$ cat src/design/eesfr_pkg.sv
// Constants for the EEPROM special function register interface.
// Assumes an 8-bit direct address space shared with the core's other SFRs.
package eesfr_pkg;
    // ------------------------------------------------------------
    // Direct addresses
    // ------------------------------------------------------------
    localparam logic [7:0] ADDR_MEM_ADDR_LOW     = 8'hF2;
    localparam logic [7:0] ADDR_MEM_ADDR_HIGH    = 8'hF3;
    localparam logic [7:0] ADDR_MEM_DATA         = 8'hF4;
    localparam logic [7:0] ADDR_MEM_WRITE_TIMING = 8'hF5;
    localparam logic [7:0] ADDR_MEM_CONTROL      = 8'hF6;
    localparam int         NUM_MEM_REGS          = 5;

    // ------------------------------------------------------------
    // Reset values
    // ------------------------------------------------------------
    localparam logic [7:0] RST_MEM_ADDR_LOW     = 8'h00;
    localparam logic [7:0] RST_MEM_ADDR_HIGH    = 8'h80;
    localparam logic [7:0] RST_MEM_DATA         = 8'h00;
    localparam logic [7:0] RST_MEM_WRITE_TIMING = 8'h08;
    localparam logic [7:0] RST_MEM_CONTROL      = 8'h00;

    // ------------------------------------------------------------
    // Control register fields
    // ------------------------------------------------------------
    localparam int BIT_FORCED_IRQ_FLAG  = 7;
    localparam int BIT_MEM_IRQ_ENABLE   = 6;
    localparam int BIT_ERASE_WRITE_BUSY = 5;
    localparam int BIT_CTRL_UNUSED      = 4;
    localparam int OP_SELECT_MSB        = 3;
    localparam int OP_SELECT_WIDTH      = 4;
    localparam int ROW_OFFSET_BITS      = 3;

    // Bit-addressable SFRs sit on addresses whose low three bits are zero
    localparam int BIT_POS_WIDTH = 3;

    typedef enum logic [3:0] {
        OP_BYTE_MODE   = 4'b0000,
        OP_BLOCK_ERASE = 4'b1010,
        OP_ROW_ERASE   = 4'b1100
    } eesfr_op_t;
endpackage

$ cat src/design/eesfr_top.sv
// EEPROM special function register bank between the core and the sequencer.
// Assumes the core presents single-cycle SFR byte and bit strobes, and the
// sequencer accepts one-cycle start/read pulses and pulses done when finished.
`timescale 1ns/10ps
module eesfr_top (
    input  wire logic       core_clk_i,
    input  wire logic       arst_n_i,
    input  wire logic [7:0] sfr_addr_i,
    input  wire logic       sfr_wr_i,
    input  wire logic [7:0] sfr_wdata_i,
    input  wire logic       sfr_rd_i,
    output logic      [7:0] sfr_rdata_o,
    input  wire logic [7:0] sfr_bit_addr_i,
    input  wire logic       sfr_bit_wr_i,
    input  wire logic       sfr_bit_wdata_i,
    output logic            sfr_bit_rdata_o,
    output logic            ee_start_o,
    output logic            ee_read_o,
    output eesfr_pkg::eesfr_op_t ee_op_o,
    output logic      [15:0] ee_addr_o,
    output logic      [7:0] ee_wdata_o,
    output logic      [7:0] ee_timing_o,
    input  wire logic       ee_done_i,
    input  wire logic       ee_rdata_valid_i,
    input  wire logic [7:0] ee_rdata_i,
    output logic            forced_irq_flag_o,
    output logic            mem_irq_enable_o
);
    import eesfr_pkg::*;

    // ------------------------------------------------------------
    // Register state
    // ------------------------------------------------------------
    logic [7:0] mem_addr_low;
    logic [7:0] mem_addr_high;
    logic [7:0] mem_data;
    logic [7:0] mem_write_timing;
    logic       forced_irq_flag;
    logic       mem_irq_enable;
    logic       erase_write_busy;
    logic [3:0] op_select;
    logic       read_pending;

    logic       wr_addr_low;
    logic       wr_addr_high;
    logic       wr_data;
    logic       wr_timing;
    logic       wr_control;
    logic       legal_op;
    logic       launch;
    logic       issue_read;
    logic [7:0] ctrl_view;
    logic [7:0] next_rdata;

    // None of this bank's registers sit on an 8-aligned bit-addressable base
    // (F0H belongs to another unit), so bit strobes never reach them.
    logic [7:0] bit_base;
    logic       bit_hit;

    assign bit_base = {sfr_bit_addr_i[7:BIT_POS_WIDTH], 3'b000};
    assign bit_hit  = 1'b0 & (bit_base == ADDR_MEM_ADDR_LOW);

    assign wr_addr_low  = sfr_wr_i && (sfr_addr_i == ADDR_MEM_ADDR_LOW);
    assign wr_addr_high = sfr_wr_i && (sfr_addr_i == ADDR_MEM_ADDR_HIGH);
    assign wr_data      = sfr_wr_i && (sfr_addr_i == ADDR_MEM_DATA);
    assign wr_timing    = sfr_wr_i && (sfr_addr_i == ADDR_MEM_WRITE_TIMING);
    assign wr_control   = sfr_wr_i && (sfr_addr_i == ADDR_MEM_CONTROL);

    assign legal_op = (op_select == OP_BYTE_MODE) || (op_select == OP_ROW_ERASE) ||
                      (op_select == OP_BLOCK_ERASE);
    // Reserved op codes launch nothing
    assign launch     = wr_data && !erase_write_busy && legal_op;
    assign issue_read = read_pending && !erase_write_busy && !launch &&
                        (op_select == OP_BYTE_MODE);

    assign ctrl_view = {forced_irq_flag, mem_irq_enable, erase_write_busy, 1'b0, op_select};

    // ------------------------------------------------------------
    // Address, timing and control registers
    // ------------------------------------------------------------
    always_ff @(posedge core_clk_i or negedge arst_n_i) begin
        if (!arst_n_i) begin
            mem_addr_low  <= RST_MEM_ADDR_LOW;
            mem_addr_high <= RST_MEM_ADDR_HIGH;
        end else begin
            if (wr_addr_low) begin
                mem_addr_low <= sfr_wdata_i;
            end
            if (wr_addr_high) begin
                mem_addr_high <= sfr_wdata_i;
            end
        end
    end

    always_ff @(posedge core_clk_i or negedge arst_n_i) begin
        if (!arst_n_i) begin
            mem_write_timing <= RST_MEM_WRITE_TIMING;
        end else if (wr_timing) begin
            mem_write_timing <= sfr_wdata_i;
        end
    end

    always_ff @(posedge core_clk_i or negedge arst_n_i) begin
        if (!arst_n_i) begin
            forced_irq_flag <= RST_MEM_CONTROL[BIT_FORCED_IRQ_FLAG];
            mem_irq_enable  <= RST_MEM_CONTROL[BIT_MEM_IRQ_ENABLE];
            op_select       <= RST_MEM_CONTROL[OP_SELECT_MSB:0];
        end else if (wr_control) begin
            forced_irq_flag <= sfr_wdata_i[BIT_FORCED_IRQ_FLAG];
            mem_irq_enable  <= sfr_wdata_i[BIT_MEM_IRQ_ENABLE];
            op_select       <= sfr_wdata_i[OP_SELECT_MSB:0];
        end
    end

    // ------------------------------------------------------------
    // Busy flag: set by a launching data write, cleared only by the sequencer's done
    // ------------------------------------------------------------
    always_ff @(posedge core_clk_i or negedge arst_n_i) begin
        if (!arst_n_i) begin
            erase_write_busy <= RST_MEM_CONTROL[BIT_ERASE_WRITE_BUSY];
        end else if (launch) begin
            erase_write_busy <= 1'b1;
        end else if (ee_done_i) begin
            erase_write_busy <= 1'b0;
        end
    end

    // ------------------------------------------------------------
    // Data register and read refresh
    // ------------------------------------------------------------
    // A fresh read is owed after reset, an address or mode change, and the
    // end of an erase/write, so in byte mode the data register tracks the addressed byte.
    always_ff @(posedge core_clk_i or negedge arst_n_i) begin
        if (!arst_n_i) begin
            read_pending <= 1'b1;
        end else if (wr_addr_low || wr_addr_high || wr_control || ee_done_i) begin
            read_pending <= 1'b1;
        end else if (issue_read) begin
            read_pending <= 1'b0;
        end
    end

    always_ff @(posedge core_clk_i or negedge arst_n_i) begin
        if (!arst_n_i) begin
            mem_data <= RST_MEM_DATA;
        end else if (wr_data && !erase_write_busy) begin
            mem_data <= sfr_wdata_i;
        end else if (ee_rdata_valid_i) begin
            mem_data <= ee_rdata_i;
        end
    end

    // ------------------------------------------------------------
    // Sequencer command outputs
    // ------------------------------------------------------------
    always_ff @(posedge core_clk_i or negedge arst_n_i) begin
        if (!arst_n_i) begin
            ee_start_o  <= 1'b0;
            ee_read_o   <= 1'b0;
            ee_op_o     <= OP_BYTE_MODE;
            ee_addr_o   <= {RST_MEM_ADDR_HIGH, RST_MEM_ADDR_LOW};
            ee_wdata_o  <= RST_MEM_DATA;
            ee_timing_o <= RST_MEM_WRITE_TIMING;
        end else begin
            ee_start_o  <= launch;
            ee_read_o   <= issue_read;
            ee_timing_o <= mem_write_timing;
            if (launch) begin
                ee_op_o    <= eesfr_op_t'(op_select);
                ee_wdata_o <= sfr_wdata_i;
                if (op_select == OP_ROW_ERASE) begin
                    ee_addr_o <= {mem_addr_high, mem_addr_low[7:ROW_OFFSET_BITS], 3'b000};
                end else begin
                    ee_addr_o <= {mem_addr_high, mem_addr_low};
                end
            end else if (issue_read) begin
                ee_op_o   <= OP_BYTE_MODE;
                ee_addr_o <= {mem_addr_high, mem_addr_low};
            end
        end
    end

    // ------------------------------------------------------------
    // Core read-back
    // ------------------------------------------------------------
    always_comb begin
        unique case (sfr_addr_i)
            ADDR_MEM_ADDR_LOW:     next_rdata = mem_addr_low;
            ADDR_MEM_ADDR_HIGH:    next_rdata = mem_addr_high;
            ADDR_MEM_DATA:         next_rdata = mem_data;
            ADDR_MEM_WRITE_TIMING: next_rdata = mem_write_timing;
            ADDR_MEM_CONTROL:      next_rdata = ctrl_view;
            default:               next_rdata = 8'h00;
        endcase
    end

    always_ff @(posedge core_clk_i or negedge arst_n_i) begin
        if (!arst_n_i) begin
            sfr_rdata_o     <= 8'h00;
            sfr_bit_rdata_o <= 1'b0;
        end else begin
            if (sfr_rd_i) begin
                sfr_rdata_o <= next_rdata;
            end
            sfr_bit_rdata_o <= bit_hit & sfr_bit_wdata_i & sfr_bit_wr_i;
        end
    end

    always_ff @(posedge core_clk_i or negedge arst_n_i) begin
        if (!arst_n_i) begin
            forced_irq_flag_o <= 1'b0;
            mem_irq_enable_o  <= 1'b0;
        end else begin
            forced_irq_flag_o <= forced_irq_flag;
            mem_irq_enable_o  <= mem_irq_enable;
        end
    end

    // ------------------------------------------------------------
    // Checks
    // ------------------------------------------------------------
    a_start_one_pulse: assert property (@(posedge core_clk_i) disable iff (!arst_n_i)
        ee_start_o |=> !ee_start_o)
        else $error("start pulse longer than one cycle");
    a_data_launches: assert property (@(posedge core_clk_i) disable iff (!arst_n_i)
        (wr_data && !erase_write_busy && op_select == OP_BYTE_MODE) |=> ee_start_o && erase_write_busy)
        else $error("data write did not launch");
    a_busy_blocks: assert property (@(posedge core_clk_i) disable iff (!arst_n_i)
        (erase_write_busy && !ee_done_i) |=> erase_write_busy && !ee_start_o && !ee_read_o)
        else $error("busy dropped or access while busy");
    a_busy_core_proof: assert property (@(posedge core_clk_i) disable iff (!arst_n_i)
        (wr_control && !launch && !ee_done_i) |=> erase_write_busy == $past(erase_write_busy))
        else $error("core write moved busy");
    a_bit4_zero: assert property (@(posedge core_clk_i) disable iff (!arst_n_i)
        (sfr_rd_i && sfr_addr_i == ADDR_MEM_CONTROL) |=> !sfr_rdata_o[BIT_CTRL_UNUSED])
        else $error("unused control bit read as one");
    a_row_aligned: assert property (@(posedge core_clk_i) disable iff (!arst_n_i)
        (ee_start_o && ee_op_o == OP_ROW_ERASE) |-> ee_addr_o[2:0] == 3'b000)
        else $error("row erase address not row aligned");
    a_irq_en_write: assert property (@(posedge core_clk_i) disable iff (!arst_n_i)
        wr_control |=> ##1 mem_irq_enable_o == $past(sfr_wdata_i[BIT_MEM_IRQ_ENABLE], 2))
        else $error("irq enable not taken from core write");
    a_readback: assert property (@(posedge core_clk_i) disable iff (!arst_n_i)
        (sfr_wr_i && sfr_addr_i == ADDR_MEM_WRITE_TIMING) ##1 (sfr_rd_i && sfr_addr_i == ADDR_MEM_WRITE_TIMING
        && !sfr_wr_i) |=> sfr_rdata_o == $past(sfr_wdata_i, 2))
        else $error("timing register read-back mismatch");
endmodule

$ cat config.mk
export PLATFORM = sky130hd
export DESIGN_NAME = eesfr_top
export DESIGN_NICKNAME = d
export VERILOG_FILES = /design/src/design/eesfr_pkg.sv /design/src/design/eesfr_top.sv
export SDC_FILE = /design/constraint.sdc
export NUM_CORES = 1
export LEC_CHECK = 0
export ABC_CLOCK_PERIOD_IN_PS = 2740
export BUFFER_PORTS_ARGS = -buffer_cell sky130_fd_sc_hd__buf_2
export CORE_AREA = 2 2 127 129
export DETAILED_ROUTE_END_ITERATION = 8
export DIE_AREA = 0 0 129 131
export GPL_TIMING_DRIVEN = 1
export PLACE_DENSITY = 0.55
export SYNTH_ARGS = -nofsm -noshare
export SYNTH_HDL_FRONTEND = slang
export SYNTH_SLANG_ARGS = --single-unit
$ cat constraint.sdc
create_clock -name core_clk_i -period 2.74 [get_ports core_clk_i]
set_input_delay 0 -clock core_clk_i [delete_from_list [all_inputs] [get_ports core_clk_i]]
set_output_delay 0 -clock core_clk_i [all_outputs]
set_load 0.005 [all_outputs]
==> results of run 1 <==
cell type report:
class                   instances  area (sq um)
inverters                      18         67.56
multi-input cells             154          1460
flip-flops and latches         88          2208
fillers                      1606         10600
clock inverters                 6         90.09
well taps                     216         270.3
clock buffers                  10         239.0
repair buffers                104         658.1
diodes                          1         2.502
final timing paths:
kind                                     start  cells past startpoint        endpoint  slack (ps)
setup / recovery              erase_write_busy                      6     mem_data[0]         600
hold / removal                  sfr_wdata_i[3]                      2    op_select[3]          20
setup reg to reg              erase_write_busy                      6     mem_data[0]         600
hold reg to reg            mem_write_timing[3]                      0  ee_timing_o[3]         380
max in group asynchronous             arst_n_i                      3    read_pending        1810
min in group asynchronous             arst_n_i                      2  ee_timing_o[4]         220
critical path, stage by stage (launching register included):
cell	delay, ps
dfrtp_1	430
nor4b_4	290
nand3_2	290
buf_4	290
nor2_1	100
a21oi_1	50
dlygate4sd3_1	560
flip-flops by register name, indices dropped and copies added, names as in the netlist, 4 cells and up:
signal            flops
mem_write_timing      8
mem_addr_low          8
op_select             4
ee_timing_o           8
sfr_rdata_o           8
mem_addr_high         8
ee_wdata_o            8
ee_op_o               4
ee_addr_o            16
mem_data              8
stage by stage:
step	cells	util, %	total power, W
2_1_floorplan	276	-	0.001607
3_3_place_gp	558	28.49	0.001740
3_5_place_dp	558	28.49	0.001750
4_1_cts	596	32.02	0.003147
5_1_grt	596	32.02	0.003239
6_report	597	32.03	0.003096
Yosys cell counts (all sizes together) (2+ instances only):
| cell type | n |
|---|---|
| nand2b | 2 |
| mux2 | 57 |
| o32ai | 6 |
| mux2i | 13 |
| o22ai | 3 |
| a221oi | 12 |
| buf | 13 |
| a31oi | 2 |
| inv | 18 |
| nor2 | 12 |
| nand3 | 4 |
| nand3b | 2 |
| o2bb2ai | 2 |
| nor2b | 3 |
| clkbuf | 3 |
| nand4 | 4 |
| dfrtp | 83 |
| o21ai | 7 |
| dfstp | 5 |
| a21oi | 10 |
what timing repair did:
action,4_1_cts,5_1_grt
resized for setup,0,0
endpoints found under the hold margin,76,0
hold buffers,22,0
power breakdown:
part | switching [W] | internal, W | total [W]
Combinational | 0.000168 | 0.000169 | 0.000336
Clock | 0.000521 | 0.000827 | 0.00135
Sequential | 0.0000423 | 0.00137 | 0.00141
Total | 0.000731 | 0.00236 | 0.00310
metal layers:
| metal | routed length, um | vias to the layer above | part of all wire (%) | GRT usage (%) |
|---|---|---|---|---|
| met4 | 29 | 0 | 0.28 | 3.517 |
| met1 | 4582 | 1290 | 45 | 16.15 |
| met2 | 4993 | 67 | 49 | 20.98 |
| met5 | 0 | - | 0 | 0 |
| met3 | 663 | 2 | 6.5 | 4.845 |
| li1 | - | 1197 | - | - |
kinds of logic after synthesis:
group / Yosys count / share of synthesized area (%)
AND/OR/NAND/NOR: 37 / 6.810
multiplexers: 70 / 22.16
flip-flops: 88 / 57.51
other: 1 / 0.09766
AO/OA/AOI/OAI: 46 / 8.961
buffers and inverters: 34 / 4.464
==> metrics.md, run 1 <==
| Metric | Value |
|---|---|
| Pwr Density | 619.7 mW/mm^2 |
| CORE AREA | 0.01560 sq mm |
| Number of I/O port buffers | 77 |
| Skew final | 7.009 ps |
| Slew Limit Fails | 0 |
| Share of cells above drive strength 1 | 45.00% |
| Starting DRT DRC Count | 115 |
| Dpl cell area | 0.004444 sq mm |
| Core Rows | 46 |
| Critical Path Fanout Max | 11 |
| Period minus WS final | 2140 ps |
| Max IR drop VDD | 0.0002825 V |
| Worst Path Required | 2960 ps |
| Routed wire per std cell | 17.20 um |
| Critical Path Source Type | flip-flop |
| Die ar. | 0.01690 sq mm |
| Postcts setup bufs | 0 |
| Num CTS Buffers | 9 |
| Worst skew pair latency | 340 ps |
| Hold Crit Class | input port to flip-flop |
| Pre-CTS setup slack | 749.5 ps |
| Finish-stage setup viols | 0 |
| Most common cell after layout, fill and taps aside | dfrtp_1 |
| Final setup TNS | 0 ps |
| Crit Path Class | flip-flop to flip-flop |
| Routed vias | 2,556 |
| Area leader, netlist | dfrtp_1 |
| Arr. time, crit path | 2360 ps |
| HPWL Detailed | 7235 um |
| Final instance area | 0.004996 sq mm |
| IO Pins | 89 |
| RSZ-0062 raised after global routing | no |
| FFs w/ async S/R, synth | 100.0% |
| Slew @ Worst Pin | 855.2 ps |
| Gpl congestion | 0.7300 |
| First-pass GRT wire length | 15,990 um |
| Register area share after synthesis | 57.51% |
| Final period util | 78.09% |
| CTS tree | built |
| Total wire length | 10,270 um |
| Max Fclk | 0.4674 GHz |
| Antenna violations before repair | 1 |
| Commonest non-fill, non-tap cells in the layout | dfrtp_1, buf_2, mux2_2 |
| Die Wd | 129 um |
| # DRC | 0 |
| Vias per cell | 4.281 |
| Fin worst setup slack | 600.3 ps |
| Post-synth EDFFs | 0 |
| Starting Density | 24.62% |
| DIE HEIGHT | 131 um |
| Outcome | finished clean |
| Avg Inst Size Synth | 13.91 sq um |
| Vias in the first global route | 2,764 |
| CP endpoint kind | flip-flop |
| Relative slew margins | 42.68% |
| First-pass detailed-route iteration total | 4 |
| Max-Cap Viols | 0 |
| Area Growth Syn to Fin | 30.11% |
| Flip-flop and latch count after synthesis | 88 |
| Fin nets | 415 |
| Yosys cell types | 43 |
| Leakage | 2.451 nW |
| WHS | 22.52 ps |
| Gr usage total | 12.88% |
| Top post-synthesis cells by area | dfrtp_1, mux2_2, mux2_4 |
| Pin count of the biggest net entering global routing | 48 |
| Post-synth top flop | dfrtp_1 |
| Grt ovf | 0 |
| Yosys Warn Count | 0 |
| Share of the synthesized area in the top cell type | 54.09% |
| Clk pin slew, worst setup/hold paths | 60 ps |
| Final hold viol count | 0 |
| Synthesized area | 0.003840 sq mm |
| Post-DRT Antenna Nets | 0 |
| Mapped Cells | 276 |
| # clock sinks | 88 |
| Net Count, Synth | 316 |
| H-tree depth | 3 |
| Clock Path Buffers | 2 |
| Clock root buffer master | clkbuf_16 |
(Power assumes the default switching activity.)
==> run 2, diff against run 1 <==
Settings changed: ABC_CLOCK_PERIOD_IN_PS 2740 to 1800, PLACE_DENSITY 0.55 to 0.56.
Clock period 2.74 ns to 1.8 ns, I/O delays scaled along.
==> metrics.md, run 2 (same netlist as run 1, synthesis figures left out) <==
| Metric | Value |
|---|---|
| Starting Density | 24.62% (unchanged) |
| Slew Limit Fails | 0 (unchanged) |
| Crit-path max cell delay | 450 ps (-110 ps) |
| Number of I/O port buffers | 77 (unchanged) |
| Vias per cell | 4.330 (+1.1%) |
| Post-Layout Cell Count | 615 (+3.0%) |
| Final setup TNS | 0 ps (unchanged) |
| PnR Total Power | 0.004786 W (+55%) |
| Fin nets | 433 (+4.3%) |
| Vias in the first global route | 2,734 (-1.1%) |
| Gr usage total | 12.55% (-0.33 points) |
| Met1 usage | 15.66% (-0.49 points) |
| Grt met3 use | 4.357% (-0.49 points) |
| Arr. time, crit path | 1990 ps (-370 ps) |
| Gpl congestion | 0.8454 (+16%) |
| Largest Register | ee_addr_o |
| Finish-stage setup viols | 0 (unchanged) |
| GR Util met2 | 19.89% (-1.1 points) |
| Clock Path Buffers | 2 (unchanged) |
| Die ar. | 0.01690 sq mm (unchanged) |
| First-pass detailed-route iteration total | 4 (unchanged) |
| Max IR drop VDD | 0.0004644 V (+64%) |
| Top delay family on crit path | flip-flops |
| # DRC | 0 (unchanged) |
| Max Fclk | 0.5703 GHz (+22%) |
| Worst Path Required | 2040 ps (-920 ps) |
| Crit Path Class | flip-flop to flip-flop |
| Slew @ Worst Pin | 565.1 ps (-290.1 ps) |
| Number of flip-flops in the largest register | 16 (unchanged) |
| Leakage | 2.567 nW (+4.7%) |
| Worst skew pair latency | 350 ps (about the same) |
| Core Rows | 46 (unchanged) |
| Routed wire per std cell | 16.82 um (-2.2%) |
| First-pass GRT wire length | 15,670 um (-2.0%) |
| Max-Cap Viols | 0 (unchanged) |
| Crit path buf inv count | 1 (-1) |
| Total wire length | 10,340 um (+0.72%) |
| Hold_sp | sfr_addr_i[2] |
| HPWL Detailed | 7217 um (-0.24%) |
| Hold Crit Class | input port to flip-flop |
| DIE HEIGHT | 131 um (unchanged) |
| Area Growth Syn to Fin | 35.39% |
| Grt ovf | 0 (unchanged) |
| # fillers | 1,570 (-2.2%) |
| Skew final | 5.630 ps (-1.378 ps) |
| Worst path slowest cell | dfrtp_2 |
| Pin count of the biggest net entering global routing | 45 (-6.3%) |
| Most common cell after layout, fill and taps aside | dfrtp_1 |
| Clk pin slew, worst setup/hold paths | 60 ps (about the same) |
| Final instance area | 0.005199 sq mm (+4.1%) |
| Placed cells | 575 (+3.0%) |
| Crit. Startpoint | op_select[0] |
| # clock sinks | 88 (unchanged) |
| Post-DRT Antenna Nets | 0 (unchanged) |
| Die Wd | 129 um (unchanged) |
| Num CTS Buffers | 9 (unchanged) |
| Pwr Density | 920.6 mW/mm^2 (+49%) |
| H-tree depth | 3 (unchanged) |
| Commonest non-fill, non-tap cells in the layout | dfrtp_1, buf_2, mux2_2 |
| CORE AREA | 0.01560 sq mm (unchanged) |
| Critical Path Source Type | flip-flop |
| Starting DRT DRC Count | 200 (+74%) |
| Period minus WS final | 1754 ps (-386.1 ps) |
| CTS tree | built |
| Routed vias | 2,663 (+4.2%) |
| Gr busiest metal | met2 |
| Dpl cell area | 0.004609 sq mm (+3.7%) |
| Critical R2R Launch | op_select[0] |
| Final hold viol count | 0 (unchanged) |
| Final period util | 97.42% (+19 points) |
| CP Cell Sequence | nor4bb_4 > a31oi_4 > o21ai_4 > clkbuf_16 > mux2_4 |
| Outcome | finished clean |
| Antenna violations before repair | 1 (unchanged) |
| Clock root buffer master | clkbuf_16 |
| CP endpoint kind | flip-flop |
| Critical Path Fanout Max | 10 (-1) |
| Relative slew margins | 62.32% (+20 points) |
| Share of cells above drive strength 1 | 48.49% (+3.5 points) |
| IO Pins | 89 (unchanged) |
## run 2: cell count changes in the layout (fill, tap and decap cells not counted), sizes merged
cell	before	now
clkbuf	10	12
clkinv	2	3
dlygate4sd3	22	21
inv	19	18
buf	82	100
clkinvlp	1	0
## run 2: per-stage QoR
step / utilization, % / worst slack, ps / hold slack [ps]
floorplan: - / 144.6 / -295.6
global placement: 29.55 / 99.58 / 34.58
detailed placement: 29.55 / 70.36 / 45.94
CTS: 33.03 / 46.11 / 91.40
global route: 33.31 / -24.75 / 105.4
finish: 33.33 / 46.40 / 94.26
## run 2: power by group
part / switching, W / total, W / internal [W]
registers: 0.0000633 / 0.00215 / 0.00209
clock network: 0.000785 / 0.00207 / 0.00129
logic: 0.000274 / 0.000563 / 0.000289
## run 2: worst min-delay path: stages
cell and delay, ps:
buf_2 170, nand2_1 90, a31oi_1 70, o21ai_0 70
## run 2: final cells by class
class,count,area (sq um),share of cell area (%)
clock buffer,11,252.7,4.862
tap,216,270.3,5.199
clock inverter,5,78.83,1.516
timing repair buffer,122,845.8,16.27
inverter,18,67.56,1.300
sequential,88,2211,42.53
multi-input combinational,154,1470,28.28
antenna,1,2.502,0.04813
## run 2: worst paths after layout
check | to | slack, ps | cells after the start
max in group asynchronous | mem_addr_high[7] | 940 | 3
hold / removal | read_pending | 90 | 4
setup reg to reg | ee_addr_o[4] | 50 | 5
hold reg to reg | ee_timing_o[3] | 380 | 0
setup / recovery | ee_addr_o[4] | 50 | 5
min in group asynchronous | ee_op_o[0] | 210 | 2
## run 2: repair_timing
| action | in CTS | in global routing |
|---|---|---|
| hold buffers | 21 | 0 |
| setup endpoints to repair | 0 | 13 |
| endpoints found under the hold margin | 73 | 0 |
| resized for setup | 0 | 4 |
| buffers inserted | 0 | 1 |
## run 2: routing by layer
layer / part of all wire [%] / wire length [um]
met1: 44 / 4593
met3: 5.6 / 581
met4: 2.3 / 234
met2: 48 / 4933
met5: 0 / 0
